<file path="src/verilog/emtx_pkg.sv">
// emtx_pkg: constants, modes and carrier types for the transmit client port
// assumes: one transmit clock, AXI4-Lite register access, byte-wide streams
package emtx_pkg;

  // ----------------------------------------------------------------
  // register map (byte addresses)
  // ----------------------------------------------------------------
  localparam logic [3:0] EMTX_ADDR_CTRL = 4'h0;
  localparam logic [3:0] EMTX_ADDR_IFG = 4'h4;
  localparam logic [3:0] EMTX_ADDR_STATS = 4'h8;
  localparam logic [3:0] EMTX_ADDR_STATUS = 4'hC;

  // control register fields
  localparam int EMTX_CTRL_SPEED_LSB = 0;
  localparam int EMTX_CTRL_HALF_BIT = 2;
  localparam int EMTX_CTRL_AV_BIT = 3;
  localparam logic [31:0] EMTX_CTRL_RESET = 32'h0000_0000;
  localparam logic [7:0] EMTX_IFG_RESET = 8'h0C;

  // statistics vector fields
  localparam int EMTX_ST_OK_BIT = 0;
  localparam int EMTX_ST_UNDERRUN_BIT = 3;
  localparam int EMTX_ST_LEN_LSB = 5;
  localparam int EMTX_ST_LEN_W = 14;
  localparam int EMTX_ST_LATE_BIT = 22;
  localparam int EMTX_ST_EXCESS_BIT = 23;
  localparam int EMTX_ST_TRY_LSB = 25;
  localparam int EMTX_ST_TRY_W = 4;
  localparam int EMTX_ST_PFC_BIT = 32;
  localparam logic [13:0] EMTX_LEN_MAX = 14'd16368;
  localparam logic [3:0] EMTX_TRY_MAX = 4'hF;

  // pacing: clocks per byte at each speed
  localparam logic [7:0] EMTX_PACE_1G = 8'h01;
  localparam logic [7:0] EMTX_PACE_100M = 8'h0A;
  localparam logic [7:0] EMTX_PACE_10M = 8'h64;

  // line speed codes
  typedef enum logic [1:0] {
    EMTX_SPD_10M = 2'b00,
    EMTX_SPD_100M = 2'b01,
    EMTX_SPD_1G = 2'b10
  } emtx_speed_t;

  // one byte stream
  typedef struct packed {
    logic [7:0] data;
    logic valid;
    logic last;
    logic error;
  } emtx_stream_t;

  // collision sideband
  typedef struct packed {
    logic collision;
    logic retransmit;
  } emtx_coll_t;

endpackage

</file>
<file path="src/verilog/emtx_client_port.sv">
// emtx_client_port: transmit client port of a tri-speed ethernet mac
// assumes: one clock aclk, synchronous active-low reset, registers over AXI4-Lite
//
// Local design decisions: the register addresses and the AXI4-Lite register port.
`timescale 1ns/1ps

module emtx_client_port
  import emtx_pkg::*;
#(
  parameter bit PFC_EN = 1'b0,
  parameter bit AV_EN = 1'b1,
  parameter int ST_W = PFC_EN ? 33 : 32
) (
  // clock and reset
  input wire logic aclk,
  input wire logic aresetn,
  // main byte stream
  input wire logic [7:0] stream_byte_in,
  input wire logic stream_valid_in,
  input wire logic stream_last_in,
  input wire logic stream_error_in,
  output logic stream_ready_out,
  // av byte stream
  input wire logic [7:0] av_stream_byte_in,
  input wire logic av_stream_valid_in,
  input wire logic av_stream_last_in,
  input wire logic av_stream_error_in,
  output logic av_stream_ready_out,
  // sideband
  input wire logic [7:0] ifg_delay_in,
  input wire logic medium_collision_in,
  output logic collision_out,
  output logic retransmit_out,
  output logic [ST_W-1:0] stats_vector_out,
  output logic stats_valid_out,
  // toward the mac engine
  output logic [7:0] phy_byte_out,
  output logic phy_valid_out,
  output logic phy_error_out,
  // AXI4-Lite slave
  input wire logic [3:0] s_axi_awaddr,
  input wire logic s_axi_awvalid,
  output logic s_axi_awready,
  input wire logic [31:0] s_axi_wdata,
  input wire logic [3:0] s_axi_wstrb,
  input wire logic s_axi_wvalid,
  output logic s_axi_wready,
  output logic [1:0] s_axi_bresp,
  output logic s_axi_bvalid,
  input wire logic s_axi_bready,
  input wire logic [3:0] s_axi_araddr,
  input wire logic s_axi_arvalid,
  output logic s_axi_arready,
  output logic [31:0] s_axi_rdata,
  output logic [1:0] s_axi_rresp,
  output logic s_axi_rvalid,
  input wire logic s_axi_rready
);

  // ----------------------------------------------------------------
  // state and declarations
  // ----------------------------------------------------------------
  typedef enum logic [2:0] {
    EMTX_IDLE = 3'b001,
    EMTX_SEND = 3'b010,
    EMTX_GAP = 3'b100
  } emtx_state_t;

  emtx_state_t state_reg;
  emtx_stream_t cur;
  emtx_coll_t coll_reg;
  logic [31:0] ctrl_reg;
  logic [7:0] ifg_reg;
  logic [7:0] pace_reg;
  logic [7:0] gap_reg;
  logic [13:0] len_reg;
  logic [3:0] try_reg;
  logic err_reg;
  logic late_reg;
  logic av_sel_reg;
  logic take;
  logic [7:0] pace_len;
  logic half_dup;
  logic av_on;
  logic [1:0] aw_have_reg;
  logic [3:0] awaddr_reg;
  logic [31:0] wdata_reg;
  logic [3:0] wstrb_reg;

  assign half_dup = ctrl_reg[EMTX_CTRL_HALF_BIT];
  assign av_on = AV_EN && ctrl_reg[EMTX_CTRL_AV_BIT];

  // pacing period follows the configured speed
  always_comb begin
    unique case (emtx_speed_t'(ctrl_reg[EMTX_CTRL_SPEED_LSB +: 2]))
      EMTX_SPD_10M: pace_len = EMTX_PACE_10M;
      EMTX_SPD_100M: pace_len = EMTX_PACE_100M;
      default: pace_len = EMTX_PACE_1G;
    endcase
  end

  // selected stream, av stream has priority between frames
  always_comb begin
    if (av_sel_reg) begin
      cur = '{av_stream_byte_in, av_stream_valid_in, av_stream_last_in, av_stream_error_in};
    end else begin
      cur = '{stream_byte_in, stream_valid_in, stream_last_in, stream_error_in};
    end
  end

  // a byte moves when valid meets the registered ready
  // no byte of an aborted frame reaches the engine once the collision is reported
  assign take = cur.valid && (av_sel_reg ? av_stream_ready_out : stream_ready_out) && !coll_reg.collision;

  // ----------------------------------------------------------------
  // frame sequencer
  // ----------------------------------------------------------------
  always_ff @(posedge aclk) begin
    if (!aresetn) begin
      state_reg <= EMTX_IDLE;
      av_sel_reg <= 1'b0;
      gap_reg <= 8'h00;
    end else begin
      unique case (state_reg)
        EMTX_IDLE: begin
          if (av_on && av_stream_valid_in) begin
            av_sel_reg <= 1'b1;
            state_reg <= EMTX_SEND;
          end else if (stream_valid_in) begin
            av_sel_reg <= 1'b0;
            state_reg <= EMTX_SEND;
          end
        end
        EMTX_SEND: begin
          if (coll_reg.collision) begin
            state_reg <= EMTX_IDLE;
          end else if (take && cur.last) begin
            gap_reg <= ifg_reg;
            state_reg <= (ifg_reg == 8'h00) ? EMTX_IDLE : EMTX_GAP;
          end
        end
        EMTX_GAP: begin
          gap_reg <= gap_reg - 8'h01;
          if (gap_reg == 8'h01) begin
            state_reg <= EMTX_IDLE;
          end
        end
      endcase
    end
  end

  // ready pacing: ready is a one-cycle pulse once per byte period
  always_ff @(posedge aclk) begin
    if (!aresetn) begin
      pace_reg <= 8'h00;
      stream_ready_out <= 1'b0;
      av_stream_ready_out <= 1'b0;
    end else begin
      stream_ready_out <= 1'b0;
      av_stream_ready_out <= 1'b0;
      // the period counter runs through take cycles so spacing equals the pace count
      if (state_reg == EMTX_SEND && !coll_reg.collision && !(take && cur.last)) begin
        if (pace_reg == 8'h00) begin
          pace_reg <= pace_len - 8'h01;
          stream_ready_out <= !av_sel_reg;
          av_stream_ready_out <= av_sel_reg;
        end else begin
          pace_reg <= pace_reg - 8'h01;
        end
      end else begin
        pace_reg <= 8'h00;
      end
    end
  end

  // bytes toward the engine, error follows the user flag
  always_ff @(posedge aclk) begin
    if (!aresetn) begin
      phy_byte_out <= 8'h00;
      phy_valid_out <= 1'b0;
      phy_error_out <= 1'b0;
    end else begin
      phy_valid_out <= take;
      if (take) begin
        phy_byte_out <= cur.data;
      end
      phy_error_out <= take && cur.error;
    end
  end

  // collision reporting, silent in full duplex
  always_ff @(posedge aclk) begin
    if (!aresetn) begin
      coll_reg <= '0;
      try_reg <= 4'h0;
      late_reg <= 1'b0;
    end else begin
      coll_reg <= '0;
      if (half_dup && state_reg == EMTX_SEND && medium_collision_in && !coll_reg.collision) begin
        coll_reg.collision <= 1'b1;
        coll_reg.retransmit <= (try_reg != EMTX_TRY_MAX);
        late_reg <= (len_reg > 14'd64);
        if (try_reg != EMTX_TRY_MAX) begin
          try_reg <= try_reg + 4'h1;
        end
      end else if (stats_valid_out) begin
        try_reg <= 4'h0;
        late_reg <= 1'b0;
      end
    end
  end
  assign collision_out = coll_reg.collision;
  assign retransmit_out = coll_reg.retransmit;

  // length and error collection for the statistics
  always_ff @(posedge aclk) begin
    if (!aresetn) begin
      len_reg <= 14'h0000;
      err_reg <= 1'b0;
    end else if (coll_reg.collision || stats_valid_out) begin
      len_reg <= 14'h0000;
      err_reg <= 1'b0;
    end else if (take) begin
      if (len_reg != EMTX_LEN_MAX) begin
        len_reg <= len_reg + 14'h0001;
      end
      err_reg <= err_reg | cur.error;
    end
  end

  // statistics vector and its valid pulse
  always_ff @(posedge aclk) begin
    if (!aresetn) begin
      stats_vector_out <= '0;
      stats_valid_out <= 1'b0;
    end else begin
      stats_valid_out <= 1'b0;
      if (state_reg == EMTX_SEND && take && cur.last) begin
        stats_valid_out <= 1'b1;
        stats_vector_out <= '0;
        stats_vector_out[EMTX_ST_OK_BIT] <= !(err_reg | cur.error);
        stats_vector_out[EMTX_ST_UNDERRUN_BIT] <= err_reg | cur.error;
        stats_vector_out[EMTX_ST_LEN_LSB +: EMTX_ST_LEN_W] <=
          (len_reg == EMTX_LEN_MAX) ? EMTX_LEN_MAX : len_reg + 14'h0001;
        stats_vector_out[EMTX_ST_TRY_LSB +: EMTX_ST_TRY_W] <= try_reg;
        stats_vector_out[EMTX_ST_LATE_BIT] <= late_reg;
        stats_vector_out[EMTX_ST_EXCESS_BIT] <= (try_reg == EMTX_TRY_MAX);
      end
    end
  end

  // ----------------------------------------------------------------
  // AXI4-Lite slave
  // ----------------------------------------------------------------
  // write path: address and data taken in either order, then response
  always_ff @(posedge aclk) begin
    if (!aresetn) begin
      aw_have_reg <= 2'b00;
      awaddr_reg <= 4'h0;
      wdata_reg <= 32'h0000_0000;
      wstrb_reg <= 4'h0;
      s_axi_awready <= 1'b0;
      s_axi_wready <= 1'b0;
      s_axi_bvalid <= 1'b0;
      s_axi_bresp <= 2'b00;
      ctrl_reg <= EMTX_CTRL_RESET;
      ifg_reg <= EMTX_IFG_RESET;
    end else begin
      s_axi_awready <= !aw_have_reg[0] && !s_axi_awready && s_axi_awvalid && !s_axi_bvalid;
      s_axi_wready <= !aw_have_reg[1] && !s_axi_wready && s_axi_wvalid && !s_axi_bvalid;
      if (s_axi_awvalid && s_axi_awready) begin
        aw_have_reg[0] <= 1'b1;
        awaddr_reg <= s_axi_awaddr;
      end
      if (s_axi_wvalid && s_axi_wready) begin
        aw_have_reg[1] <= 1'b1;
        wdata_reg <= s_axi_wdata;
        wstrb_reg <= s_axi_wstrb;
      end
      if (aw_have_reg == 2'b11 && !s_axi_bvalid) begin
        s_axi_bvalid <= 1'b1;
        s_axi_bresp <= 2'b00;
        aw_have_reg <= 2'b00;
        if (awaddr_reg[3:2] == EMTX_ADDR_CTRL[3:2] && wstrb_reg[0]) begin
          ctrl_reg[7:0] <= wdata_reg[7:0];
        end else if (awaddr_reg[3:2] == EMTX_ADDR_IFG[3:2] && wstrb_reg[0]) begin
          ifg_reg <= wdata_reg[7:0];
        end else if (awaddr_reg[3:2] != EMTX_ADDR_CTRL[3:2] && awaddr_reg[3:2] != EMTX_ADDR_IFG[3:2]) begin
          s_axi_bresp <= 2'b10;
        end
      end else if (s_axi_bvalid && s_axi_bready) begin
        s_axi_bvalid <= 1'b0;
      end
      // gap port overrides the register whenever it is nonzero
      if (ifg_delay_in != 8'h00) begin
        ifg_reg <= ifg_delay_in;
      end
    end
  end

  // read path
  always_ff @(posedge aclk) begin
    if (!aresetn) begin
      s_axi_arready <= 1'b0;
      s_axi_rvalid <= 1'b0;
      s_axi_rdata <= 32'h0000_0000;
      s_axi_rresp <= 2'b00;
    end else begin
      s_axi_arready <= !s_axi_arready && s_axi_arvalid && !s_axi_rvalid;
      if (s_axi_arvalid && s_axi_arready) begin
        s_axi_rvalid <= 1'b1;
        s_axi_rresp <= 2'b00;
        unique case (s_axi_araddr[3:2])
          EMTX_ADDR_CTRL[3:2]: s_axi_rdata <= ctrl_reg;
          EMTX_ADDR_IFG[3:2]: s_axi_rdata <= {24'h00_0000, ifg_reg};
          EMTX_ADDR_STATS[3:2]: s_axi_rdata <= stats_vector_out[31:0];
          default: s_axi_rdata <= {29'h0000_0000, state_reg};
        endcase
      end else if (s_axi_rvalid && s_axi_rready) begin
        s_axi_rvalid <= 1'b0;
      end
    end
  end

  // ----------------------------------------------------------------
  // assertions
  // ----------------------------------------------------------------
  property p_full_duplex_quiet;
    @(posedge aclk) disable iff (!aresetn) !half_dup |=> !collision_out && !retransmit_out;
  endproperty
  a_full_duplex_quiet: assert property (p_full_duplex_quiet) else $error("collision in full duplex");

  property p_stats_after_last;
    @(posedge aclk) disable iff (!aresetn) (state_reg == EMTX_SEND && take && cur.last) |=> stats_valid_out;
  endproperty
  a_stats_after_last: assert property (p_stats_after_last) else $error("no stats pulse after last");

  property p_stats_pulse;
    @(posedge aclk) disable iff (!aresetn) stats_valid_out |=> !stats_valid_out;
  endproperty
  a_stats_pulse: assert property (p_stats_pulse) else $error("stats valid longer than one cycle");

  property p_ok_bit;
    @(posedge aclk) disable iff (!aresetn) stats_valid_out |-> stats_vector_out[0] != stats_vector_out[3];
  endproperty
  a_ok_bit: assert property (p_ok_bit) else $error("ok bit disagrees with error");

  property p_len_cap;
    @(posedge aclk) disable iff (!aresetn) stats_vector_out[18:5] <= EMTX_LEN_MAX;
  endproperty
  a_len_cap: assert property (p_len_cap) else $error("length above cap");

  property p_error_forward;
    @(posedge aclk) disable iff (!aresetn) (take && cur.error) |=> phy_error_out && phy_valid_out;
  endproperty
  a_error_forward: assert property (p_error_forward) else $error("error not sent to phy");

  property p_gap_holds;
    @(posedge aclk) disable iff (!aresetn) (state_reg == EMTX_GAP) |-> !stream_ready_out && !av_stream_ready_out;
  endproperty
  a_gap_holds: assert property (p_gap_holds) else $error("ready during gap");

  property p_pace_100m;
    @(posedge aclk) disable iff (!aresetn)
      (stream_ready_out && pace_len == EMTX_PACE_100M) |=> !stream_ready_out [*8];
  endproperty
  a_pace_100m: assert property (p_pace_100m) else $error("ready faster than line rate");

  property p_retx_with_coll;
    @(posedge aclk) disable iff (!aresetn) retransmit_out |-> collision_out;
  endproperty
  a_retx_with_coll: assert property (p_retx_with_coll) else $error("retransmit without collision");

  property p_ready_one_stream;
    @(posedge aclk) disable iff (!aresetn) !(stream_ready_out && av_stream_ready_out);
  endproperty
  a_ready_one_stream: assert property (p_ready_one_stream) else $error("both streams ready");

  c_frame_end: cover property (@(posedge aclk) disable iff (!aresetn) stats_valid_out);
  c_collision: cover property (@(posedge aclk) disable iff (!aresetn) collision_out && retransmit_out);
  c_av_take: cover property (@(posedge aclk) disable iff (!aresetn) take && av_sel_reg);
  c_gap: cover property (@(posedge aclk) disable iff (!aresetn) state_reg == EMTX_GAP);

endmodule

</file>
<file path="config.mk">
export PLATFORM = sky130hd
export DESIGN_NAME = emtx_client_port
export DESIGN_NICKNAME = d
export VERILOG_FILES = /design/src/verilog/emtx_pkg.sv /design/src/verilog/emtx_client_port.sv
export SDC_FILE = /design/constraint.sdc
export NUM_CORES = 1
export LEC_CHECK = 0
export BUFFER_PORTS_ARGS = -buffer_cell sky130_fd_sc_hd__clkbuf_2
export CAP_MARGIN = 0
export CORE_ASPECT_RATIO = 1.5
export CORE_MARGIN = 4
export CORE_UTILIZATION = 35
export CTS_BUF_LIST = sky130_fd_sc_hd__clkbuf_2 sky130_fd_sc_hd__clkbuf_4 sky130_fd_sc_hd__clkbuf_8
export DETAILED_ROUTE_END_ITERATION = 8
export GPL_ROUTABILITY_DRIVEN = 0
export PLACE_DENSITY_LB_ADDON = 0.05
export SYNTH_ARGS = -nofsm -noshare
export SYNTH_HDL_FRONTEND = slang
export SYNTH_SLANG_ARGS = --single-unit
</file>
<file path="constraint.sdc">
create_clock -name aclk -period 4.8 [get_ports aclk]
set_input_delay 0 -clock aclk [delete_from_list [all_inputs] [get_ports aclk]]
set_output_delay 0 -clock aclk [all_outputs]
set_load 0.1 [all_outputs]
</file>
Word-level counts from Yosys, hierarchy flattened
Cells that the tools add are included.
- register bits after elaboration: 147
- output and inout port bits: 88
- logic and storage cells: 163
- add/sub/neg operators: 5
- $lt $le $gt $ge: 1
- eq/ne operators: 21
- multiplexer cells: 36
- bitwise gates (word level): 2
- reductions and logical operators: 67
- operator list (cell ; number):
    case mux 29 bit (3 select lines) ; 1
    two-way mux 8 bit ; 7
    logical AND 1 bit ; 29
    subtractor 8 x 1 -> 8 bit, second input constant ; 3
    two-way mux 3 bit ; 6
    logical NOT 8 bit ; 2
    case mux 8 bit (2 select lines) ; 1
    nonzero test 2 bit ; 8
    adder 14 x 1 -> 14 bit, second input constant ; 1
    equality test 14 bit, second input constant ; 1
    greater-than comparator 14 x 7 -> 1 bit, second input constant ; 1
    two-way mux 14 bit ; 1
    inequality test 14 bit, second input constant ; 1
    case mux 7 bit (2 select lines) ; 1
    two-way mux 4 bit ; 3
    AND reduction 2 bit ; 6
    AND reduction 3 bit ; 4
    logical NOT 1 bit ; 11
    two-way mux 11 bit ; 1
    two-way mux 1 bit ; 10
    case mux 3 bit (3 select lines) ; 1
    equality test 8 x 1 -> 1 bit, second input constant ; 1
    two-way mux 2 bit ; 4
    nonzero test 8 bit ; 1
    16 further kinds ; 27

Logic depth before layout (Yosys ltp)
- word-level depth: 7
- depth in mapped cells: 9

Worst setup path before layout
Ideal clock, no wire load.
- kind: reg2reg
- start: reg s_axi_arready
- end: reg s_axi_rdata[14]
- setup time: 68 ps
- arrival time: 2156 ps
- data required time: 4732 ps
- slack: 2576 ps
- stages on the path, launching flop included: 6
- buffers on the path: 1
- period minus slack after synthesis: 2224 ps
- cell sequence: dfxtp_1 -> nand2_1 -> nor3b_2 -> clkbuf_1 -> a22oi_1 -> nor2_1
- word-level cells in the longest chain between the ends: 1
- ends and longest elaborated chain (what ; RTL line ; source):
    start, declared ; emtx_client_port.sv:53 ; output logic s_axi_arready,
    start signal, assigned ; emtx_client_port.sv:309 ; s_axi_arready <= !s_axi_arready && s_axi_arvalid && !s_axi_rvalid;
    logical AND 1 bit ; emtx_client_port.sv:310 ; if (s_axi_arvalid && s_axi_arready) begin
    end signal, assigned ; emtx_client_port.sv:314 ; EMTX_ADDR_CTRL[3:2]: s_axi_rdata <= ctrl_reg;
    end signal, assigned ; emtx_client_port.sv:315 ; EMTX_ADDR_IFG[3:2]: s_axi_rdata <= {24'h00_0000, ifg_reg};
    end signal, assigned ; emtx_client_port.sv:316 ; EMTX_ADDR_STATS[3:2]: s_axi_rdata <= stats_vector_out[31:0];
    end, declared ; emtx_client_port.sv:54 ; output logic [31:0] s_axi_rdata,
Every way passes these cells.
A chain may end at the register's enable or synchronous reset.

Worst setup path in the final report
- start: reg av_sel_reg
- end: reg stats_vector_out[14]
- word-level cells in the longest chain between the ends: 5
- elaborated cells between the ends (all ways): 6
- those cells by class: mux (2); reduce/logical (4)
- ends and longest elaborated chain (what ; RTL line ; source):
    start, declared ; emtx_client_port.sv:80 ; logic av_sel_reg;
    start signal, assigned ; emtx_client_port.sv:121 ; av_sel_reg <= 1'b0;
    start signal, assigned ; emtx_client_port.sv:127 ; av_sel_reg <= 1'b1;
    start signal, assigned ; emtx_client_port.sv:130 ; av_sel_reg <= 1'b0;
    two-way mux 11 bit / two-way mux 1 bit (equally long branches) ; emtx_client_port.sv:104, emtx_client_port.sv:113 ;
    logical AND 1 bit (2 in a row) ; emtx_client_port.sv:113 ; assign take = cur.valid && (av_sel_reg ? av_stream_ready_out : stream_ready_out) && !coll_reg.collision;
    logical AND 1 bit ; emtx_client_port.sv:238 ; if (state_reg == EMTX_SEND && take && cur.last) begin
    logical AND 1 bit * ; emtx_client_port.sv:238 ;
    end signal, assigned by index ; emtx_client_port.sv:241 ; stats_vector_out[EMTX_ST_OK_BIT] <= !(err_reg | cur.error);
    end signal, assigned by index ; emtx_client_port.sv:242 ; stats_vector_out[EMTX_ST_UNDERRUN_BIT] <= err_reg | cur.error;
    end signal, assigned by index ; emtx_client_port.sv:243 ; stats_vector_out[EMTX_ST_LEN_LSB +: EMTX_ST_LEN_W] <=
    end, declared ; emtx_client_port.sv:34 ; output logic [ST_W-1:0] stats_vector_out,
Mark *: on every way between the ends. The rest lies on a longest branch, timed or not.

==> impl_summary.txt <==
----------------------------------------------------
[Timing]
  Hold Vio Cnt, Final ... 0
  Actual slew at the worst max-slew pin ... 1220 ps
  Final Cycle Share ... 0.549
  Number of pins exceeding their max-slew limit in the final report ... 0
  Peak clock frequency supported by timing ... 379 MHz
  Worst max-slew margin expressed relative to the limit ... 0.184
  Clock period minus worst slack ... 2640 ps
  Total Neg Setup Slack ... 0 ps
  Final number of setup-violating endpoints ... 0
  RSZ-0062 raised after global routing ... no
  Worst-case clock skew ... 11.3 ps

[Logic synthesis]
  Register area share after synthesis ... 0.446
  Synth cell types ... 72
  Number of enable flip-flop cells after synthesis ... 0
  Portion of synthesized cell area occupied by the leading cell type ... 0.446
  Seq cells post-synth ... 137
  Number of cells produced by synthesis ... 689
  Share of flip-flops with an asynchronous set or reset after synthesis ... 0
  Cell type contributing the most total cell area after synthesis ... sky130_fd_sc_hd__dfxtp_1
  Post-synth design cell area ... 6140 sq um
  Top post-synthesis cells by area ... sky130_fd_sc_hd__dfxtp_1 45%, sky130_fd_sc_hd__a21oi_1 5.2%, sky130_fd_sc_hd__nor2_1 4.5%
  Most instantiated library cell after synthesis ... sky130_fd_sc_hd__dfxtp_1
  Syn avg cell area ... 8.92 sq um
  Flip-flop cell with the highest count after synthesis ... sky130_fd_sc_hd__dfxtp_1
  Yosys warning count ... 0
  Commonest cells in the netlist ... 137 x sky130_fd_sc_hd__dfxtp_1, 73 x sky130_fd_sc_hd__nor2_1, 65 x sky130_fd_sc_hd__nand2_1

[Pwr]
  Worst IR drop on VDD ... 0.000153 V
  Combinational share of power ... 0.133
  Fraction of power consumed by the clock network ... 0.370
  Cell-internal power ... 1.67 mW
  Switching power ... 715 uW
  Switching part of the total power ... 0.300
  Post-route total power ... 2.38 mW
  Power Density ... 312 nW/um^2
  Sequential Power Share ... 0.497
  Leakage component of the power ... 2.98 nW

[Critical path]
  Maximum fanout along the worst path ... 36
  Data arrival, critical path ... 2960 ps
  Family of cells with the greatest summed delay on the critical path ... compound AO/OA/AOI/OAI gates
  List of cells traversed by the critical path ... nand4_1, a21boi_4, and2_1, a21oi_1
  Launching element type of the critical path ... register
  Maximum cell stage delay along the critical path ... 840 ps
  Kind of critical path ... reg -> reg
  R2R Path End ... stats_vector_out[14]
  Critical R2R Launch ... av_sel_reg
  Setup slack on the worst flop-to-flop path ... 2160 ps
  R2r worst-path depth ... 4
  Critical Path Slowest Stage Cell ... sky130_fd_sc_hd__a21boi_4
  Data required, critical path ... 5120 ps
  Sort of element at the end of the critical path ... register
  Buffers plus inverters on the worst setup path ... 0

[Hold path]
  Depth of the worst hold-timing path ... 3
  Hold wc startpoint ... s_axi_araddr[2]
  Hold EP ... s_axi_rdata[2]
  Min-delay worst type ... in -> reg

[Finish]
  Final-stage net count ... 924
  Post-Route Utilization ... 0.442
  Area used by multi-input combinational logic ... 3110 sq um
  Area growth from synthesis to layout ... 24.2%
  Max FFs per register ... 25
  Antenna fix cells ... 0
  Count of fill cells added during filler insertion ... 1,811
  Share of layout cells above drive strength 1 ... 0.211
  Reg area ... 2740 sq um
  Post-route cell area ... 7630 sq um

[Run]
  MaxCap Viol Count ... 0

[Floorplan]
  Initial cell density of the core ... 0.356
  Core box area ... 17,300 sq um
  Floorplan die height ... 170 um
  Ports placed on the boundary ... 170
  Horizontal die dimension ... 116 um
  Area of the die ... 19,800 sq um
  Cell Rows ... 59

[Clock tree]
  Clock insertion delay at the later pin of the skew report ... 440 ps
  Deepest clock path buffer count ... 2
  Number of H-tree levels ... 4
  Clock sinks ... 137
  Clock root cell ... sky130_fd_sc_hd__clkbuf_8
  CTS Buf Count ... 17
  Post-CTS clock slew at the launch and capture registers of the worst setup and hold paths ... 80 ps
  Clock tree from TritonCTS ... built

[Place]
  Placed wire-length estimate ... 12,600 um
  IO Port Bufs ... 118
  Area of placed instances ... 6750 sq um

[Routing]
  Remaining antenna violation count after routing ... 0
  Detailed-route vias per instance ... 5.18
  Drt initial violations ... 259
  Routed length per instance ... 16.5 um
  Via count ... 5,502
  Final routed wirelength across all metal layers ... 17,500 um
  First drt pass iteration count ... 5
  Post-detailed-route DRC marker count ... 0

[Global routing]
  GRT Resource Usage Total ... 0.179
  Leftover overflow at the end of global routing ... 0
  Via count of the first global-routing pass ... 5,398
  Wire length of the first global-routing pass ... 27,700 um
  Antenna violations before repair ... 0
  Largest net degree at the start of global routing ... 59

[Run status]
  Outcome ... completed

----------------------------------------------------
[placed cells by master (no fill, tap or decap), drive strengths merged, types with 8 or more instances in the layout]
cell type / Yosys / routed
nand2: 65 / 65
or4: 12 / 12
inv: 9 / 10
mux2i: 25 / 25
conb: 1 / 20
a211oi: 19 / 19
o31ai: 9 / 9
a22oi: 19 / 19
nand4: 10 / 10
dfxtp: 137 / 137
a31oi: 8 / 8
a21oi: 64 / 64
dlygate4sd3: 0 / 51
nor4: 8 / 8
nor3: 14 / 14
nand3: 23 / 23
nand2b: 10 / 10
clkbuf: 26 / 136
nor2: 74 / 74
o21ai: 10 / 10
[stage by stage]
| step | instances | setup slack, ps | hold slack, ps |
|---|---|---|---|
| finish | 1062 | 2160 | 99.8 |
| global route | 1062 | 1870 | 90.3 |
| CTS | 1062 | 2100 | 46.6 |
| detailed placement | 979 | 2100 | 232 |
| global placement | 979 | 2190 | 232 |
| floorplan | 708 | 2580 | 108 |
[routing by layer]
layer	part of all wire	global-route usage	vias to the layer above
met1	0.40	0.198	2656
met2	0.56	0.331	79
met3	0.022	0.0352	12
met5	0	0	-
li1	-	-	2755
met4	0.013	0.0656	0
[cell type report]
type | instances | area share
timing repair buffer | 170 | 0.145
clock buffer | 18 | 0.0316
inverter | 9 | 0.00443
multi-input combinational | 501 | 0.408
sequential | 137 | 0.359
tap | 213 | 0.0349
clock inverter | 14 | 0.0166
[worst min-delay path: stages]
cell and delay (ps):
sky130_fd_sc_hd__clkbuf_2 230, sky130_fd_sc_hd__a221oi_1 130, sky130_fd_sc_hd__nor3_1 120
[power by group through the flow]
| stage | Clock (mW) | Combinational (mW) | Sequential [mW] |
|---|---|---|---|
| floorplan | 0 | 0.187 | 1.26 |
| global placement | 0 | 0.283 | 1.21 |
| detailed placement | 0 | 0.286 | 1.21 |
| CTS | 0.915 | 0.318 | 1.18 |
| global route | 0.960 | 0.341 | 1.19 |
| finish | 0.882 | 0.317 | 1.18 |
[worst max-delay path by stage]
stage	slack (ps)	start	depth (start not counted)	end
after global routing	1870	av_sel_reg	4	stats_vector_out[18]
final	2160	av_sel_reg	4	stats_vector_out[14]
after global placement	2190	av_sel_reg	4	stats_vector_out[14]
after floorplan	2580	s_axi_arready	5	s_axi_rdata[14]
after CTS	2100	av_sel_reg	4	stats_vector_out[14]
after detailed placement	2100	av_sel_reg	4	stats_vector_out[16]
[repair_timing]
| action | in CTS | in global routing |
|---|---|---|
| resized for setup | 0 | 0 |
| endpoints found under the hold margin | 38 | 0 |
| setup buffers | 0 | 0 |
| hold buffers | 51 | 0 |
[cell families after synthesis]
| kind of cell | Yosys count | share of synthesized area |
|---|---|---|
| simple gates | 267 | 0.230 |
| compound gates | 164 | 0.179 |
| flops | 137 | 0.446 |
| buf+inv | 70 | 0.0595 |
| mux | 30 | 0.0517 |
| xor+xnor | 14 | 0.0200 |
| fa+ha+maj | 6 | 0.0122 |
| other cells | 1 | 0.000610 |
No activity file was read; power rests on OpenSTA's default activity.
